### src/shared/modem_answer_defines.svh
// Purpose: offsets, fields, resets and timing counts of the modem answer serial port
// Assumes: 100 MHz module clock, AXI4-Lite register word per offset
// Notes: definitions only
`ifndef MODEM_ANSWER_DEFINES_SVH
`define MODEM_ANSWER_DEFINES_SVH

// ****************************************
// register offsets (byte addresses)
// ****************************************
`define REG_CTRL 8'h00
`define REG_STATUS 8'h04
`define REG_TXDATA 8'h08
`define REG_RXDATA 8'h0c
`define REG_HELD 8'h10
`define REG_BAUD 8'h14

// ****************************************
// control fields
// ****************************************
`define CTRL_PARITY 0
`define CTRL_HALF 1
`define CTRL_PERMIT 2
`define CTRL_MASTER 3
`define CTRL_POLL 4
`define CTRL_RESET 32'h0000_0000

// ****************************************
// status fields
// ****************************************
`define ST_DSR 5
`define ST_DCD 6
`define ST_CTS 7
`define ST_TXBUSY 8
`define ST_RXVALID 9
`define ST_PERR 10
`define ST_FERR 11
`define ST_LOST 12
`define ST_NAK 13

// ****************************************
// codes and timing
// ****************************************
`define ERR_CARRIER_LOST 8'h54
`define CHAR_DLE 8'h10
`define CHAR_NAK 8'h15
`define CLK_HZ 64'd100000000
`define CARRIER_TMO_S 64'd10
`define NAK_LED_MS 64'd500
`define CARRIER_TMO_CYC (`CARRIER_TMO_S * `CLK_HZ)
`define NAK_LED_CYC (`NAK_LED_MS * `CLK_HZ / 64'd1000)
`define BAUD_DIV_RESET 16'h0d05
`define RESP_OKAY 2'h0
`define RESP_SLVERR 2'h2

`endif

### src/shared/modem_answer_pkg.sv
// Purpose: types of the modem answer serial port
// Assumes: nothing
// Notes: one-hot answer states
package modem_answer_pkg;
	typedef enum logic [4:0] {
		ST_WAIT_CALL = 5'h01, // dtr high, waiting for dsr
		ST_WAIT_DCD = 5'h02, // dsr seen, carrier timeout running
		ST_CONNECTED = 5'h04, // carrier up, traffic allowed
		ST_LOST = 5'h08, // carrier dropped, timeout restarted
		ST_HANGUP = 5'h10 // dtr low until dsr drops
	} answer_e;
endpackage : modem_answer_pkg

### src/rtl/modem_answer_serial_port.sv
// Purpose: modem answer/hangup handshake, serial framing and front-panel indicators
// Assumes: synchronous inputs, AXI4-Lite register access, single clock
// Notes: registers CTRL, STATUS, TXDATA, RXDATA, HELD, BAUD
//
// Notes on behaviour
// - hold dtr high while waiting for call
// - ring indicator ignored; only dsr matters
// - dsr active starts ten second carrier timeout
// - dcd after dsr enters connected state
// - timeout without dcd drops dtr
// - dsr inactive after hangup reasserts dtr
// - connected: dcd loss restarts timeout
// - timeout expiry after loss drops dtr
// - carrier loss returns held commands, code 84
// - discard serial messages while carrier lost
// - start bit, eight data bits lsb first
// - optional even parity, one stop bit
// - transmit light when master and sending
// - receive light when receiving a message
// - both lights while polling for mastership handover
// - pending light: buffered message, no mastership
// - active light on when connected, blinks per character; code lights it whenever dsr is high and no character is moving, in any answer state
// - nak light half second per dle nak
// - full-duplex or half-duplex link selectable
// - protocol layer reports failures with code
// - no transmit without cts, pause when dropped; code checks cts only at frame start and finishes a started frame
// - no transfer while dsr inactive
// - rts always in full, permission in half
`include "modem_answer_defines.svh"
`timescale 1ns/100ps
`default_nettype none

module modem_answer_serial_port #(
	parameter logic [31:0] CARRIER_TMO = 32'(`CARRIER_TMO_CYC), // cycles, about ten seconds
	parameter logic [31:0] NAK_HOLD = 32'(`NAK_LED_CYC), // cycles, about half a second
	parameter int ADDR_W = 8
) (
	// clock and reset
	input wire logic aclk,
	input wire logic aresetn,
	// axi4-lite write
	input wire logic [ADDR_W-1:0] s_axi_awaddr,
	input wire logic s_axi_awvalid,
	output logic s_axi_awready,
	input wire logic [31:0] s_axi_wdata,
	input wire logic [3:0] s_axi_wstrb,
	input wire logic s_axi_wvalid,
	output logic s_axi_wready,
	output logic [1:0] s_axi_bresp,
	output logic s_axi_bvalid,
	input wire logic s_axi_bready,
	// axi4-lite read
	input wire logic [ADDR_W-1:0] s_axi_araddr,
	input wire logic s_axi_arvalid,
	output logic s_axi_arready,
	output logic [31:0] s_axi_rdata,
	output logic [1:0] s_axi_rresp,
	output logic s_axi_rvalid,
	input wire logic s_axi_rready,
	// modem pins
	output logic txd,
	input wire logic rxd,
	output logic rts,
	input wire logic cts,
	output logic dtr,
	input wire logic dsr,
	input wire logic dcd,
	input wire logic ring, // deliberately unused
	// held command return
	output logic cmd_return,
	output logic [7:0] return_code,
	// indicators
	output logic transmitting_indicator,
	output logic receiving_indicator,
	output logic pending_indicator,
	output logic link_active_indicator,
	output logic nak_indicator
);

	// ****************************************
	// functions
	// ****************************************
	// even parity bit of a byte
	function automatic logic even_par(input logic [7:0] b);
		even_par = ^b;
	endfunction : even_par

	// ****************************************
	// declarations
	// ****************************************
	logic [31:0] ctrl_r; // software control bits
	logic [15:0] baud_r; // cycles per bit
	logic [7:0] held_r; // commands stored in receive buffer
	modem_answer_pkg::answer_e st_r; // answer state
	logic [31:0] tmo_r; // carrier timeout counter
	logic aw_hold_r, w_hold_r; // write channels captured
	logic [ADDR_W-1:0] awaddr_r; // captured write address
	logic [31:0] wdata_r; // captured write data
	logic [3:0] wstrb_r; // captured strobes
	logic wr_go; // both write halves present
	logic tx_pend_r; // byte waiting in transmit buffer
	logic [7:0] tx_buf_r; // transmit buffer
	logic [10:0] tx_sh_r; // transmit shift register
	logic [3:0] tx_bits_r; // bits left in frame
	logic [15:0] tx_cnt_r; // transmit bit timer
	logic [7:0] tx_last_r; // byte loaded before, for dle nak
	logic rxd_q_r; // previous rxd for edge detect
	logic rx_busy_r; // receiving a frame
	logic [3:0] rx_bit_r; // bit index within frame
	logic [15:0] rx_cnt_r; // receive bit timer
	logic [8:0] rx_sh_r; // data and parity collected
	logic [7:0] rx_data_r; // received byte
	logic rx_valid_r, perr_r, ferr_r, lost_r; // status flags
	logic rx_done; // frame completed this cycle
	logic [31:0] nak_cnt_r; // nak light hold counter
	logic lost_ev; // carrier dropped this cycle
	logic link_ok; // dsr and dcd present
	logic tx_ok; // transmit allowed now
	logic [31:0] status_w; // status word view
	logic [31:0] rd_w; // read mux
	logic rd_hit; // read address mapped

	assign link_ok = dsr && dcd;
	assign lost_ev = (st_r == modem_answer_pkg::ST_CONNECTED) && !dcd;
	// full duplex needs carrier, both need dsr and cts
	assign tx_ok = cts && dsr && (st_r == modem_answer_pkg::ST_CONNECTED) &&
		(ctrl_r[`CTRL_HALF] ? ctrl_r[`CTRL_PERMIT] : dcd);
	assign wr_go = aw_hold_r && w_hold_r && !s_axi_bvalid;

	// ****************************************
	// answer and hangup state machine
	// ****************************************
	// state moves, dsr and dcd only, ring never looked at
	always_ff @(posedge aclk) begin
		if (!aresetn) begin
			st_r <= modem_answer_pkg::ST_WAIT_CALL;
			tmo_r <= 32'h0;
		end else begin
			case (st_r)
				modem_answer_pkg::ST_WAIT_CALL: begin
					tmo_r <= 32'h0;
					if (dsr) begin
						st_r <= modem_answer_pkg::ST_WAIT_DCD;
					end
				end
				modem_answer_pkg::ST_WAIT_DCD: begin
					tmo_r <= tmo_r + 32'h1;
					if (dcd) begin
						st_r <= modem_answer_pkg::ST_CONNECTED;
					end else if (tmo_r >= CARRIER_TMO - 32'h1) begin
						st_r <= modem_answer_pkg::ST_HANGUP;
					end
				end
				modem_answer_pkg::ST_CONNECTED: begin
					tmo_r <= 32'h0;
					if (!dcd) begin
						st_r <= modem_answer_pkg::ST_LOST;
					end
				end
				modem_answer_pkg::ST_LOST: begin
					tmo_r <= tmo_r + 32'h1;
					if (dcd) begin
						st_r <= modem_answer_pkg::ST_CONNECTED;
					end else if (tmo_r >= CARRIER_TMO - 32'h1) begin
						st_r <= modem_answer_pkg::ST_HANGUP;
					end
				end
				modem_answer_pkg::ST_HANGUP: begin
					tmo_r <= 32'h0;
					if (!dsr) begin
						st_r <= modem_answer_pkg::ST_WAIT_CALL;
					end
				end
				default: begin
					st_r <= modem_answer_pkg::ST_WAIT_CALL;
					tmo_r <= 32'h0;
				end
			endcase
		end
	end

	// dtr low only in hangup, rts by protocol choice
	always_ff @(posedge aclk) begin
		if (!aresetn) begin
			dtr <= 1'b1;
			rts <= 1'b1;
		end else begin
			dtr <= (st_r != modem_answer_pkg::ST_HANGUP);
			rts <= ctrl_r[`CTRL_HALF] ? ctrl_r[`CTRL_PERMIT] : 1'b1;
		end
	end

	// ****************************************
	// held command return on carrier loss
	// ****************************************
	// one return pulse per held command, code 84
	always_ff @(posedge aclk) begin
		if (!aresetn) begin
			held_r <= 8'h0;
			cmd_return <= 1'b0;
			return_code <= 8'h0;
		end else begin
			cmd_return <= 1'b0;
			if (wr_go && awaddr_r == `REG_HELD && wstrb_r[0]) begin
				held_r <= wdata_r[7:0];
			end else if ((st_r == modem_answer_pkg::ST_LOST || st_r == modem_answer_pkg::ST_HANGUP ||
					lost_ev) && held_r != 8'h0) begin
				held_r <= held_r - 8'h1;
				cmd_return <= 1'b1;
				return_code <= `ERR_CARRIER_LOST;
			end
		end
	end

	// ****************************************
	// transmitter
	// ****************************************
	// frame: start, data lsb first, optional parity, stop
	always_ff @(posedge aclk) begin
		if (!aresetn) begin
			tx_sh_r <= 11'h7ff;
			tx_bits_r <= 4'h0;
			tx_cnt_r <= 16'h0;
			tx_last_r <= 8'h0;
			txd <= 1'b1;
		end else begin
			txd <= tx_sh_r[0];
			if (tx_bits_r == 4'h0) begin
				if (tx_pend_r && tx_ok) begin
					tx_sh_r <= ctrl_r[`CTRL_PARITY] ? {1'b1, even_par(tx_buf_r), tx_buf_r, 1'b0} :
						{2'b11, tx_buf_r, 1'b0};
					tx_bits_r <= ctrl_r[`CTRL_PARITY] ? 4'hb : 4'ha;
					tx_last_r <= tx_buf_r;
					tx_cnt_r <= 16'h0;
				end
			end else if (tx_cnt_r >= baud_r - 16'h1) begin
				tx_cnt_r <= 16'h0;
				tx_sh_r <= {1'b1, tx_sh_r[10:1]};
				tx_bits_r <= tx_bits_r - 4'h1;
			end else begin
				tx_cnt_r <= tx_cnt_r + 16'h1;
			end
		end
	end

	// ****************************************
	// receiver
	// ****************************************
	// mid-bit sampling, dropped unless connected
	always_ff @(posedge aclk) begin
		if (!aresetn) begin
			rxd_q_r <= 1'b1;
			rx_busy_r <= 1'b0;
			rx_bit_r <= 4'h0;
			rx_cnt_r <= 16'h0;
			rx_sh_r <= 9'h0;
		end else begin
			rxd_q_r <= rxd;
			if (!rx_busy_r) begin
				if (rxd_q_r && !rxd && link_ok) begin
					rx_busy_r <= 1'b1;
					rx_bit_r <= 4'h0;
					rx_cnt_r <= {1'b0, baud_r[15:1]};
				end
			end else if (rx_cnt_r >= baud_r - 16'h1) begin
				rx_cnt_r <= 16'h0;
				rx_bit_r <= rx_bit_r + 4'h1;
				if (rx_bit_r >= 4'h1 && rx_bit_r <= 4'h9) begin
					rx_sh_r <= {rxd, rx_sh_r[8:1]};
				end
				if (rx_done) begin
					rx_busy_r <= 1'b0;
				end
			end else begin
				rx_cnt_r <= rx_cnt_r + 16'h1;
			end
		end
	end
	// stop bit is slot 9 without parity, slot 10 with it
	assign rx_done = rx_busy_r && (rx_cnt_r >= baud_r - 16'h1) &&
		(rx_bit_r == (ctrl_r[`CTRL_PARITY] ? 4'ha : 4'h9));

	// received byte, error flags; hardware set wins over clear
	always_ff @(posedge aclk) begin
		if (!aresetn) begin
			rx_data_r <= 8'h0;
			rx_valid_r <= 1'b0;
			perr_r <= 1'b0;
			ferr_r <= 1'b0;
			lost_r <= 1'b0;
		end else begin
			if (s_axi_arvalid && s_axi_arready && s_axi_araddr == `REG_RXDATA) begin
				rx_valid_r <= 1'b0;
			end
			if (wr_go && awaddr_r == `REG_STATUS && wstrb_r[1]) begin
				perr_r <= perr_r & ~wdata_r[`ST_PERR];
				ferr_r <= ferr_r & ~wdata_r[`ST_FERR];
				lost_r <= lost_r & ~wdata_r[`ST_LOST];
			end
			if (lost_ev) begin
				lost_r <= 1'b1;
			end
			if (rx_done && st_r == modem_answer_pkg::ST_CONNECTED) begin
				rx_data_r <= ctrl_r[`CTRL_PARITY] ? rx_sh_r[7:0] : rx_sh_r[8:1];
				rx_valid_r <= 1'b1;
				if (ctrl_r[`CTRL_PARITY] && (even_par(rx_sh_r[7:0]) != rx_sh_r[8])) begin
					perr_r <= 1'b1;
				end
				if (!rxd) begin
					ferr_r <= 1'b1;
				end
			end
		end
	end

	// ****************************************
	// indicators
	// ****************************************
	// nak light hold after dle nak in either direction
	always_ff @(posedge aclk) begin
		if (!aresetn) begin
			nak_cnt_r <= 32'h0;
		end else if ((tx_bits_r == 4'h0 && tx_pend_r && tx_ok && tx_last_r == `CHAR_DLE && tx_buf_r == `CHAR_NAK) ||
				(rx_done && st_r == modem_answer_pkg::ST_CONNECTED && rx_data_r == `CHAR_DLE &&
				(ctrl_r[`CTRL_PARITY] ? rx_sh_r[7:0] : rx_sh_r[8:1]) == `CHAR_NAK)) begin
			nak_cnt_r <= NAK_HOLD;
		end else if (nak_cnt_r != 32'h0) begin
			nak_cnt_r <= nak_cnt_r - 32'h1;
		end
	end

	// lights driven from flip-flops
	always_ff @(posedge aclk) begin
		if (!aresetn) begin
			transmitting_indicator <= 1'b0;
			receiving_indicator <= 1'b0;
			pending_indicator <= 1'b0;
			link_active_indicator <= 1'b0;
			nak_indicator <= 1'b0;
		end else begin
			transmitting_indicator <= ctrl_r[`CTRL_MASTER] && ((tx_bits_r != 4'h0) || ctrl_r[`CTRL_POLL]);
			receiving_indicator <= rx_busy_r || (ctrl_r[`CTRL_MASTER] && ctrl_r[`CTRL_POLL]);
			pending_indicator <= tx_pend_r && !ctrl_r[`CTRL_MASTER];
			link_active_indicator <= dsr && (tx_bits_r == 4'h0) && !rx_busy_r;
			nak_indicator <= (nak_cnt_r != 32'h0);
		end
	end

	// ****************************************
	// axi4-lite write channel
	// ****************************************
	// either order, response after both
	always_ff @(posedge aclk) begin
		if (!aresetn) begin
			aw_hold_r <= 1'b0;
			w_hold_r <= 1'b0;
			awaddr_r <= '0;
			wdata_r <= 32'h0;
			wstrb_r <= 4'h0;
			s_axi_bvalid <= 1'b0;
			s_axi_bresp <= `RESP_OKAY;
		end else begin
			if (s_axi_awvalid && s_axi_awready) begin
				aw_hold_r <= 1'b1;
				awaddr_r <= s_axi_awaddr;
			end
			if (s_axi_wvalid && s_axi_wready) begin
				w_hold_r <= 1'b1;
				wdata_r <= s_axi_wdata;
				wstrb_r <= s_axi_wstrb;
			end
			if (wr_go) begin
				aw_hold_r <= 1'b0;
				w_hold_r <= 1'b0;
				s_axi_bvalid <= 1'b1;
				s_axi_bresp <= (awaddr_r <= `REG_BAUD && awaddr_r[1:0] == 2'h0) ? `RESP_OKAY : `RESP_SLVERR;
			end else if (s_axi_bvalid && s_axi_bready) begin
				s_axi_bvalid <= 1'b0;
			end
		end
	end
	assign s_axi_awready = !aw_hold_r && !s_axi_bvalid;
	assign s_axi_wready = !w_hold_r && !s_axi_bvalid;

	// control, baud and transmit buffer registers
	always_ff @(posedge aclk) begin
		if (!aresetn) begin
			ctrl_r <= `CTRL_RESET;
			baud_r <= `BAUD_DIV_RESET;
			tx_pend_r <= 1'b0;
			tx_buf_r <= 8'h0;
		end else begin
			if (wr_go && awaddr_r == `REG_CTRL && wstrb_r[0]) begin
				ctrl_r[7:0] <= wdata_r[7:0] & 8'h1f;
			end
			if (wr_go && awaddr_r == `REG_BAUD) begin
				baud_r <= (wdata_r[15:0] < 16'h2) ? 16'h2 : wdata_r[15:0];
			end
			if (tx_bits_r == 4'h0 && tx_pend_r && tx_ok) begin
				tx_pend_r <= 1'b0;
			end else if (wr_go && awaddr_r == `REG_TXDATA && wstrb_r[0] && !tx_pend_r) begin
				tx_buf_r <= wdata_r[7:0];
				tx_pend_r <= 1'b1;
			end
		end
	end

	// ****************************************
	// axi4-lite read channel
	// ****************************************
	always_comb begin
		status_w = 32'h0;
		status_w[4:0] = st_r;
		status_w[`ST_DSR] = dsr;
		status_w[`ST_DCD] = dcd;
		status_w[`ST_CTS] = cts;
		status_w[`ST_TXBUSY] = tx_pend_r || (tx_bits_r != 4'h0);
		status_w[`ST_RXVALID] = rx_valid_r;
		status_w[`ST_PERR] = perr_r;
		status_w[`ST_FERR] = ferr_r;
		status_w[`ST_LOST] = lost_r;
		status_w[`ST_NAK] = (nak_cnt_r != 32'h0);
		rd_hit = 1'b1;
		case (s_axi_araddr)
			`REG_CTRL: rd_w = ctrl_r;
			`REG_STATUS: rd_w = status_w;
			`REG_TXDATA: rd_w = {24'h0, tx_buf_r};
			`REG_RXDATA: rd_w = {24'h0, rx_data_r};
			`REG_HELD: rd_w = {24'h0, held_r};
			`REG_BAUD: rd_w = {16'h0, baud_r};
			default: begin
				rd_w = 32'h0;
				rd_hit = 1'b0;
			end
		endcase
	end

	// read answer one cycle after take
	always_ff @(posedge aclk) begin
		if (!aresetn) begin
			s_axi_rvalid <= 1'b0;
			s_axi_rdata <= 32'h0;
			s_axi_rresp <= `RESP_OKAY;
		end else if (s_axi_arvalid && s_axi_arready) begin
			s_axi_rvalid <= 1'b1;
			s_axi_rdata <= rd_w;
			s_axi_rresp <= rd_hit ? `RESP_OKAY : `RESP_SLVERR;
		end else if (s_axi_rvalid && s_axi_rready) begin
			s_axi_rvalid <= 1'b0;
		end
	end
	assign s_axi_arready = !s_axi_rvalid;

endmodule : modem_answer_serial_port

`default_nettype wire

### config.mk
export PLATFORM = sky130hd
export DESIGN_NAME = modem_answer_serial_port
export DESIGN_NICKNAME = d
export VERILOG_FILES = /design/src/shared/modem_answer_pkg.sv /design/src/rtl/modem_answer_serial_port.sv
export VERILOG_INCLUDE_DIRS = /design/src /design/src/shared
export SDC_FILE = /design/constraint.sdc
export NUM_CORES = 1
export LEC_CHECK = 0
export CORE_UTILIZATION = 55
export DETAILED_ROUTE_END_ITERATION = 12
export DONT_BUFFER_PORTS = 1
export PLACE_DENSITY_LB_ADDON = 0.3
export REMOVE_ABC_BUFFERS = 1
export SYNTH_ARGS = -nofsm -noshare
export SYNTH_HDL_FRONTEND = slang
export SYNTH_SLANG_ARGS = --single-unit
### constraint.sdc
create_clock -name aclk -period 8.23 [get_ports aclk]
set_clock_uncertainty 0.1 [all_clocks]
set_input_delay 2.469 -clock aclk [delete_from_list [all_inputs] [get_ports aclk]]
set_output_delay 2.469 -clock aclk [all_outputs]
set_load 0.005 [all_outputs]
==> metrics, run 1 <==
status=completed; number of remaining DRC errors=0; Fmax=187 MHz; commonest cells in the netlist=246 x dfxtp_1, 207 x nand2_1, 163 x nor2_1; first-pass GRT wire length=48.5 mm; number of routed nets with antenna violations=0; aggregate global-route resource usage=0.254; fin nets=1543; cell family with most CP delay=compound AO/OA/AOI/OAI gates; Avg Vias per Cell=5.97; Slew Limit Fails=0; Leakage=0.00513 uW; Via Count=10352; count of final setup violators=0; area share of the largest cell type after synthesis=0.398; die height=152 um; Worst Path Class, Setup=register to register; most common cell in the synthesized netlist=dfxtp_1; First-pass DRT Iterations=6; cts repair resizes=0; Worst-path clk slew=0.06 ns; core area=22000 um2; post-CTS setup buffers=0; area leader, netlist=dfxtp_1; crit-path cells=or4_1 -> nor2_1 -> nand2_1 -> xor2_1 -> ha_1 -> a21o_1 -> a21o_1 -> a221o_1 -> a41oi_1 -> nand2_1 -> a41oi_2 -> nand2_1 -> a211oi_1; initial drt markers=839; Chip Width=152 um; Non-Filler Instances=1734; CP max stage delay=0.77 ns; final worst-path cycle share=0.650; Max-Slew Margin vs Limit=0.185; Mapped Cells=1477; Critical Path RT=8.58 ns; worst skew pair latency=0.54 ns; Worst Path Buf+Inv=0; Setup crit end kind=register; vias in the first global route=9591; H-tree levels=1; Die ar.=23100 um2; area grow syn2layout=6.70%; Slew @ Worst Pin=1.21 ns; hold crit path type=register to register; Port-buffer cells=0; hpwl dp=20.9 mm; CP max-delay cell=a41oi_2; maximum vdd ir drop=0.000227 V; Post-Syn Area=12400 um2; Yosys warning count=0; Tmin final=5.35 ns; register bit total from synthesis=246; initial antenna violation count=0; Layout fillers=1920; Setup crit start kind=register; GPL Wtd Cong=0.876; Setup TNS=0 ns; WL/cell=17.1 um; TritonCTS clock tree=done; Post-Place Cells=1687; RSZ-0062 raised after global routing=false; share of cells above drive strength 1=0.0640; Post-Syn Area per Cell=8.38 um2; largest net degree at the start of global routing=73; maximum root-to-sink buffer count=3; placed cell area=12400 um2; GRT overflow=0; CTS root buf=clkbuf_16; FP Rows=54; EDFF count, synth=0; Post-synth ARST share=0; post-synth cell types=84; Hold Fails Final Rpt=0; most used cell, CP=nand2_1; IO Count=122; TritonCTS buffer count=27; Critical Path AT=5.70 ns; sequential area share after synthesis=0.398; clock sink count=246; Top FF cell, synth=dfxtp_1; n_diodes=0; max_cap viols=0; final wirelength=29.6 mm; # hold bufs at CTS=0; synth top area cells=dfxtp_1 40%, nand2_1 6.3%, nor2_1 4.9%; post-route cell area=13200 um2; power per cell area=255 nW/um2; Critical Path Fanout Max=20; Initial Utilization=0.564
[through the flow]
| stage | setup WS (ns) | util | hold WS [ns] | power, uW |
|---|---|---|---|---|
| 3_3_place_gp | 3.07 | 0.563 | 0.340 | 2190 |
| 2_1_floorplan | 2.56 | - | 0.311 | 2040 |
| 4_1_cts | 2.95 | 0.601 | 0.356 | 3380 |
| 6_report | 2.88 | 0.601 | 0.356 | 3370 |
| 3_5_place_dp | 2.97 | 0.563 | 0.348 | 2210 |
| 5_1_grt | 2.39 | 0.601 | 0.385 | 3530 |
[cell type report]
class | count | area (um2) | area share
tap | 280 | 350 | 0.0265
clock inverter | 8 | 73.8 | 0.00559
clock buffer | 39 | 781 | 0.0591
multi-input combinational | 1114 | 6880 | 0.521
inverter | 41 | 156 | 0.0118
sequential | 246 | 4920 | 0.373
timing repair buffer | 6 | 45.0 | 0.00341
[cell families after synthesis]
group,after synthesis,synth area share
buf+inv,139,0.0537
fa+ha+maj,44,0.0444
other cells,1,0.000303
compound gates,283,0.156
simple gates,624,0.242
flops,246,0.398
mux,54,0.0448
xor+xnor,86,0.0609
[power by group]
group          switching [uW]  internal [uW]  total, uW
logic                     455            315        769
clock network             485            686       1170
registers                 114           1310       1430
[state kept, by name, indices dropped and copies added (netlist names), 2 cells and up]
| signal | count |
|---|---|
| nak_cnt_r | 32 |
| tmo_r | 32 |
| baud_r | 16 |
| rx_cnt_r | 16 |
| s_axi_rdata | 16 |
| tx_cnt_r | 16 |
| wdata_r | 16 |
| tx_sh_r | 10 |
| rx_sh_r | 9 |
| awaddr_r | 8 |
| held_r | 8 |
| rx_data_r | 8 |
| tx_buf_r | 8 |
| tx_last_r | 8 |
| ctrl_r | 5 |
| st_r | 5 |
| rx_bit_r | 4 |
| tx_bits_r | 4 |
| wstrb_r | 2 |
[worst paths after layout]
kind / from / end / slack [ns] / cells past startpoint
worst max-delay path: baud_r[2] / nak_cnt_r[1] / 2.88 / 13
worst min-delay path: tx_last_r[3] / tx_last_r[3] / 0.36 / 2
worst max register to register: baud_r[2] / nak_cnt_r[1] / 2.88 / 13
worst min register to register: tx_last_r[3] / tx_last_r[3] / 0.36 / 2
[worst reg2reg max path: stages (launching register included)]
cell      delay (ns)
dfxtp_1         0.44
or4_1           0.66
nor2_1          0.27
nand2_1         0.12
xor2_1          0.28
ha_1            0.31
a21o_1          0.18
a21o_1          0.17
a221o_1         0.33
a41oi_1         0.35
nand2_1         0.29
a41oi_2         0.77
nand2_1         0.66
a211oi_1        0.35
[per-layer routing]
metal  routed length, um  global-route usage
met1               13400               0.338
met3                1810              0.0379
met4                 971              0.0948
met5                   0                   0
met2               13400               0.416
[placed cells by master, fill, tap and decap left out, types with 12 or more instances in the layout]
cell and count:
a22oi_1 17, or4_1 12, nand4_1 14, xor2_1 36
nor4_1 26, o21ai_0 26, dfxtp_1 246, a211oi_1 13
mux2i_1 43, nand3_1 54, xnor2_1 50, a21o_1 13
nor3_1 34, o21ai_1 12, ha_1 43, or3_1 14
inv_1 39, conb_1 23, and3_1 22, nor2_1 163
clkbuf_16 27, a21oi_1 109, nand2_1 207
Note: power is estimated with default switching activity, not from simulation.
==> run 2, diff against run 1 <==
- clock period: 8.23 -> 5.3 ns (I/O delays scaled with it)
==> run 2 against run 1 <==
Critical path depth grew 1. Register-to-register slack lost 2.2 ns. Critical endpoint unchanged. Largest power group unchanged. Global-route usage is essentially flat. Highest routed layer unchanged.
==> metrics, run 2 (synthesized netlist as in run 1, its figures left out) <==
# hold bufs at CTS=0 (unchanged); first-pass GRT wire length=48.6 mm (+0.13%); final wirelength=29.8 mm (+0.58%); hold crit path type=register to register; Hold Fails Final Rpt=0 (unchanged); Tmin final=4.64 ns (-0.710 ns); n_diodes=0 (unchanged); worst skew pair latency=0.55 ns (about the same); TritonCTS clock tree=done; most frequent cells in the layout=246 x dfxtp_1, 207 x nand2_1, 163 x nor2_1, 109 x a21oi_1, 54 x nand3_1; FP Rows=54 (unchanged); cts repair resizes=0 (unchanged); H-tree levels=1 (unchanged); final worst-path cycle share=0.876 (+0.225); leading cell type in the layout, fill and taps excluded=dfxtp_1; Initial Utilization=0.564 (unchanged); maximum root-to-sink buffer count=3 (unchanged); post-CTS setup buffers=0 (unchanged); First-pass DRT Iterations=5 (-1); power per cell area=394 nW/um2 (+54%); hpwl dp=21.0 mm (+0.68%); Worst Path Class, Setup=register to register; TritonCTS buffer count=26 (-3.7%); Setup TNS=0 ns (unchanged); IO Count=122 (unchanged); Leakage=0.00514 uW (+0.22%); Critical Path Fanout Max=20 (unchanged); Avg Vias per Cell=6.00 (+0.58%); Worst-path clk slew=0.06 ns (about the same); WL/cell=17.2 um (+0.58%); R2R Path End=nak_cnt_r[1]; maximum vdd ir drop=0.000470 V (+110%); R2R Setup Slk=0.66 ns (-2.22 ns); R2R cell count=14 (+1); area grow syn2layout=6.76% (about the same); Layout fillers=1971 (+2.7%); aggregate global-route resource usage=0.254 (+0.000308); CTS root buf=clkbuf_16; Fmax=216 MHz (+15%); core area=22000 um2 (unchanged); max_cap viols=0 (unchanged); Port-buffer cells=0 (unchanged); largest net degree at the start of global routing=113 (+55%); reg2reg start=baud_r[5]; fin nets=1545 (+0.13%); Worst Hold Launch=tx_last_r[5]; Setup crit start kind=register; Setup crit end kind=register; biggest regs=nak_cnt_r: 32 flops, tmo_r: 32 flops; total power=5200 uW (+55%); Slew Limit Fails=0 (unchanged); Critical Path AT=5.00 ns (-0.70 ns); die height=152 um (unchanged); clock sink count=246 (unchanged); Slew @ Worst Pin=1.21 ns (-0.00448 ns); Chip Width=152 um (unchanged); share of cells above drive strength 1=0.0653 (+0.00138); Hold Path End=tx_last_r[5]; WHS Path Cells=2 (unchanged); vias in the first global route=9738 (+1.5%); number of routed nets with antenna violations=0 (unchanged); Via Count=10412 (+0.58%); RSZ-0062 raised after global routing=false; initial antenna violation count=1 (+1); number of remaining DRC errors=0 (unchanged); GPL Wtd Cong=0.924 (+5.6%); status=completed; Max-Slew Margin vs Limit=0.194 (+0.00921); GRT overflow=0 (unchanged); count of final setup violators=0 (unchanged); Die ar.=23100 um2 (unchanged); initial drt markers=738 (-12%); Critical Path RT=5.66 ns (-2.92 ns)
run 2: cell count changes in the layout (fill, tap and decap cells not counted), sizes merged:
cell / delta
clkbuf: -6
clkinvlp: -1
bufinv: +1
clkinv: +4
buf: +3
inv: -1
run 2: power by group:
group	internal [uW]	leakage, uW	switching, uW
Sequential	2040	0.00200	176
Clock	1040	0.000414	753
Combinational	488	0.00273	706
Total	3570	0.00514	1640
run 2: area by class of cell:
class,count,area [um2],share of cell area
inverters,41,156,0.0118
flip-flops and latches,246,4920,0.373
clock buffers,33,707,0.0535
clock inverters,11,133,0.0100
well taps,280,350,0.0265
multi-input cells,1114,6880,0.520
repair buffers,9,67.6,0.00511
run 2: per-layer routing:
metal	wire length (um)	track usage	up-vias	share of wire
met4	1170	0.110	0	0.039
li1	-	-	5093	-
met3	2160	0.0485	94	0.072
met1	13300	0.331	4864	0.45
met5	0	0	-	0
met2	13200	0.412	361	0.44
run 2: worst max path at each step:
stage          startpoint            to  cells past startpoint
2_1_floorplan     aresetn  tx_cnt_r[13]                      3
3_3_place_gp    baud_r[2]  nak_cnt_r[1]                     13
4_1_cts         baud_r[5]  nak_cnt_r[1]                     14
6_report        baud_r[5]  nak_cnt_r[1]                     14
5_1_grt         baud_r[5]  nak_cnt_r[1]                     14
3_5_place_dp    baud_r[5]  nak_cnt_r[1]                     14
run 2: critical path, stage by stage (launching register included):
cell      delay (ns)
dfxtp_1         0.41
nor4_2          0.52
nand3_1         0.21
nor3_1          0.24
nand2_1         0.12
xor2_1          0.24
ha_1            0.29
a21o_1          0.18
a21o_1          0.18
a221o_1         0.34
a41oi_1         0.34
nand2_1         0.31
a41oi_2         0.32
nand2_1         0.45
a211oi_1        0.31
run 2: stage by stage:
step                      hold slack, ns  area, um2  worst slack (ns)  instances   util
after floorplan                    0.311      11900             0.510       1401      -
after global placement             0.341      12400             0.784       1690  0.564
after detailed placement           0.348      12400             0.739       1690  0.564
after CTS                          0.358      13200             0.705       1734  0.602
after global routing               0.375      13200             0.362       1734  0.602
final                              0.358      13200             0.660       1734  0.602
==> run 3, diff against run 2 <==
- CTS_BUF_LIST: not set -> sky130_fd_sc_hd__clkbuf_4 sky130_fd_sc_hd__clkbuf_8
==> run 3 against run 2 <==
First-iteration DRC count decreased by 0.27%. Clock power up 4%. Sequential cell count did not move. Critical path depth unchanged. Non-clock buffer count unchanged. Critical endpoint unchanged. Largest power group unchanged.
==> metrics, run 3 (synthesized netlist as in run 1, its figures left out) <==
FP Rows=54 (unchanged); Worst Hold Slack=0.356 ns (-0.00123 ns); clock sink count=246 (unchanged); initial drt markers=736 (-0.27%); Port-buffer cells=0 (unchanged); Avg Vias per Cell=5.93 (-1.3%); CTS root buf=clkbuf_8; count of final setup violators=0 (unchanged); die height=152 um (unchanged); aggregate global-route resource usage=0.260 (+0.00590); Worst-path clk slew=0.06 ns (about the same); cts repair resizes=0 (unchanged); share of cells above drive strength 1=0.0869 (+0.0216); Critical Path RT=5.65 ns (about the same); CP max-delay cell=nor4_2; Setup crit end kind=register; area grow syn2layout=7.36%; number of routed nets with antenna violations=0 (unchanged); status=completed; most used cell, CP=nand2_1; M3 GR Usage=0.0588 (+0.0103); Tmin final=4.67 ns (+0.0269 ns); Fmax=214 MHz (-0.58%); met1 Use GR=0.330 (about the same); post-CTS setup buffers=0 (unchanged); IO Count=122 (unchanged); hold crit path type=register to register; Critical Path Fanout Max=20 (unchanged); total power=5270 uW (+1.4%); initial antenna violation count=0 (-1); biggest regs=nak_cnt_r: 32 flops, tmo_r: 32 flops; # hold bufs at CTS=0 (unchanged); n_diodes=0 (unchanged); TritonCTS clock tree=done; first-pass GRT wire length=49.3 mm (+1.6%); Slew @ Worst Pin=1.21 ns (+0.00103 ns); most frequent cells in the layout=246 x dfxtp_1, 207 x nand2_1, 163 x nor2_1, 109 x a21oi_1, 54 x nand3_1; GR Util met2=0.424 (+0.0123); worst skew pair latency=0.55 ns (about the same); Chip Width=152 um (unchanged); leading cell type in the layout, fill and taps excluded=dfxtp_1; fin nets=1561 (+1.0%); max_cap viols=0 (unchanged); Setup TNS=0 ns (unchanged); R2R Setup Slk=0.63 ns (-0.03 ns); RSZ-0062 raised after global routing=false; First-pass DRT Iterations=5 (unchanged); GPL Wtd Cong=0.924 (unchanged); sw frac=0.317 (+0.00249); crit-path cells=nor4_2 -> nand3_1 -> nor3_1 -> nand2_1 -> xor2_1 -> ha_1 -> a21o_1 -> a21o_1 -> a221o_1 -> a41oi_1 -> nand2_1 -> a41oi_2 -> nand2_1 -> a211oi_1; Max-Slew Margin vs Limit=0.194 (-0.000690); Setup crit start kind=register; CP max stage delay=0.52 ns (about the same); hpwl dp=21.0 mm (unchanged); Critical Path AT=5.02 ns (+0.02 ns); Die ar.=23100 um2 (unchanged); TritonCTS buffer count=42 (+62%); vias in the first global route=9919 (+1.9%); WL/cell=17.2 um (about the same); final wirelength=30.3 mm (+1.7%); number of remaining DRC errors=0 (unchanged); Util after Layout=0.605 (+0.00336); maximum root-to-sink buffer count=3 (unchanged); final worst-path cycle share=0.881 (+0.00507); Layout fillers=1955 (-0.81%); Slew Limit Fails=0 (unchanged); Int Power=3600 uW (+1.1%); Net Sw Power=1670 uW (+2.2%); Initial Utilization=0.564 (unchanged); cell family with most CP delay=simple AND/OR/NAND/NOR gates; Leakage=0.00521 uW (+1.4%); Worst Path Class, Setup=register to register; Seq pwr share=0.420 (-0.005); GRT overflow=0 (unchanged); Clk network pwr share=0.353 (+0.008); largest net degree at the start of global routing=113 (unchanged); GRT Max-Usage Layer=met2; Worst Path Buf+Inv=0 (unchanged); maximum vdd ir drop=0.000319 V (-32%); power per cell area=397 nW/um2 (+0.86%); Hold Fails Final Rpt=0 (unchanged); Comb pwr share=0.227 (-0.003); core area=22000 um2 (unchanged); Via Count=10452 (+0.38%); H-tree levels=2 (+1)
==> run 3: cell count changes in the layout (fill, tap and decap cells not counted) <==
cell / previous run / this run
inv_8: 0 / 1
clkbuf_8: 3 / 49
clkbuf_16: 26 / 0
clkbuf_4: 0 / 12
clkbuf_1: 4 / 0
clkinv_16: 1 / 0
clkinv_2: 7 / 8
bufinv_16: 2 / 3
==> run 3: layout make-up <==
cell class / instances / area, um2 / share of cell area
Multi-Input combinational cell: 1114 / 6880 / 0.517
Sequential cell: 246 / 4920 / 0.371
Clock buffer: 61 / 764 / 0.0575
Tap cell: 280 / 350 / 0.0264
Inverter: 41 / 156 / 0.0118
Clock inverter: 13 / 149 / 0.0112
Timing Repair Buffer: 9 / 67.6 / 0.00508
==> run 3: power groups by stage <==
stage | logic (uW) | clock network (uW) | registers, uW
3_3_place_gp | 1160 | 0 | 2240
6_report | 1200 | 1860 | 2220
4_1_cts | 1190 | 1890 | 2210
3_5_place_dp | 1180 | 0 | 2250
5_1_grt | 1370 | 1970 | 2240
2_1_floorplan | 962 | 0 | 2200
==> run 3: layer usage <==
layer | vias up | part of all wire
met4 | 0 | 0.034
li1 | 5143 | -
met5 | - | 0
met2 | 350 | 0.45
met3 | 82 | 0.071
met1 | 4877 | 0.45
==> run 3: path summary, 6_finish.rpt <==
| path | start | to | depth (start not counted) |
|---|---|---|---|
| hold reg to reg | tx_last_r[5] | tx_last_r[5] | 2 |
| setup reg to reg | baud_r[5] | nak_cnt_r[1] | 14 |
| setup / recovery | baud_r[5] | nak_cnt_r[1] | 14 |
| hold / removal | tx_last_r[5] | tx_last_r[5] | 2 |
==> run 3: worst register-to-register path, stage by stage (launching register included) <==
cell      delay (ns)
dfxtp_1         0.41
nor4_2          0.52
nand3_1         0.21
nor3_1          0.23
nand2_1         0.12
xor2_1          0.24
ha_1            0.29
a21o_1          0.18
a21o_1          0.18
a221o_1         0.34
a41oi_1         0.34
nand2_1         0.31
a41oi_2         0.32
nand2_1         0.46
a211oi_1        0.32
==> run 3: through the flow <==
step                cells  area [um2]  worst slack [ns]
CTS                  1764       13300             0.700
global route         1764       13300             0.349
finish               1764       13300             0.633
floorplan            1401       11900             0.510
global placement     1690       12400             0.784
detailed placement   1690       12400             0.739
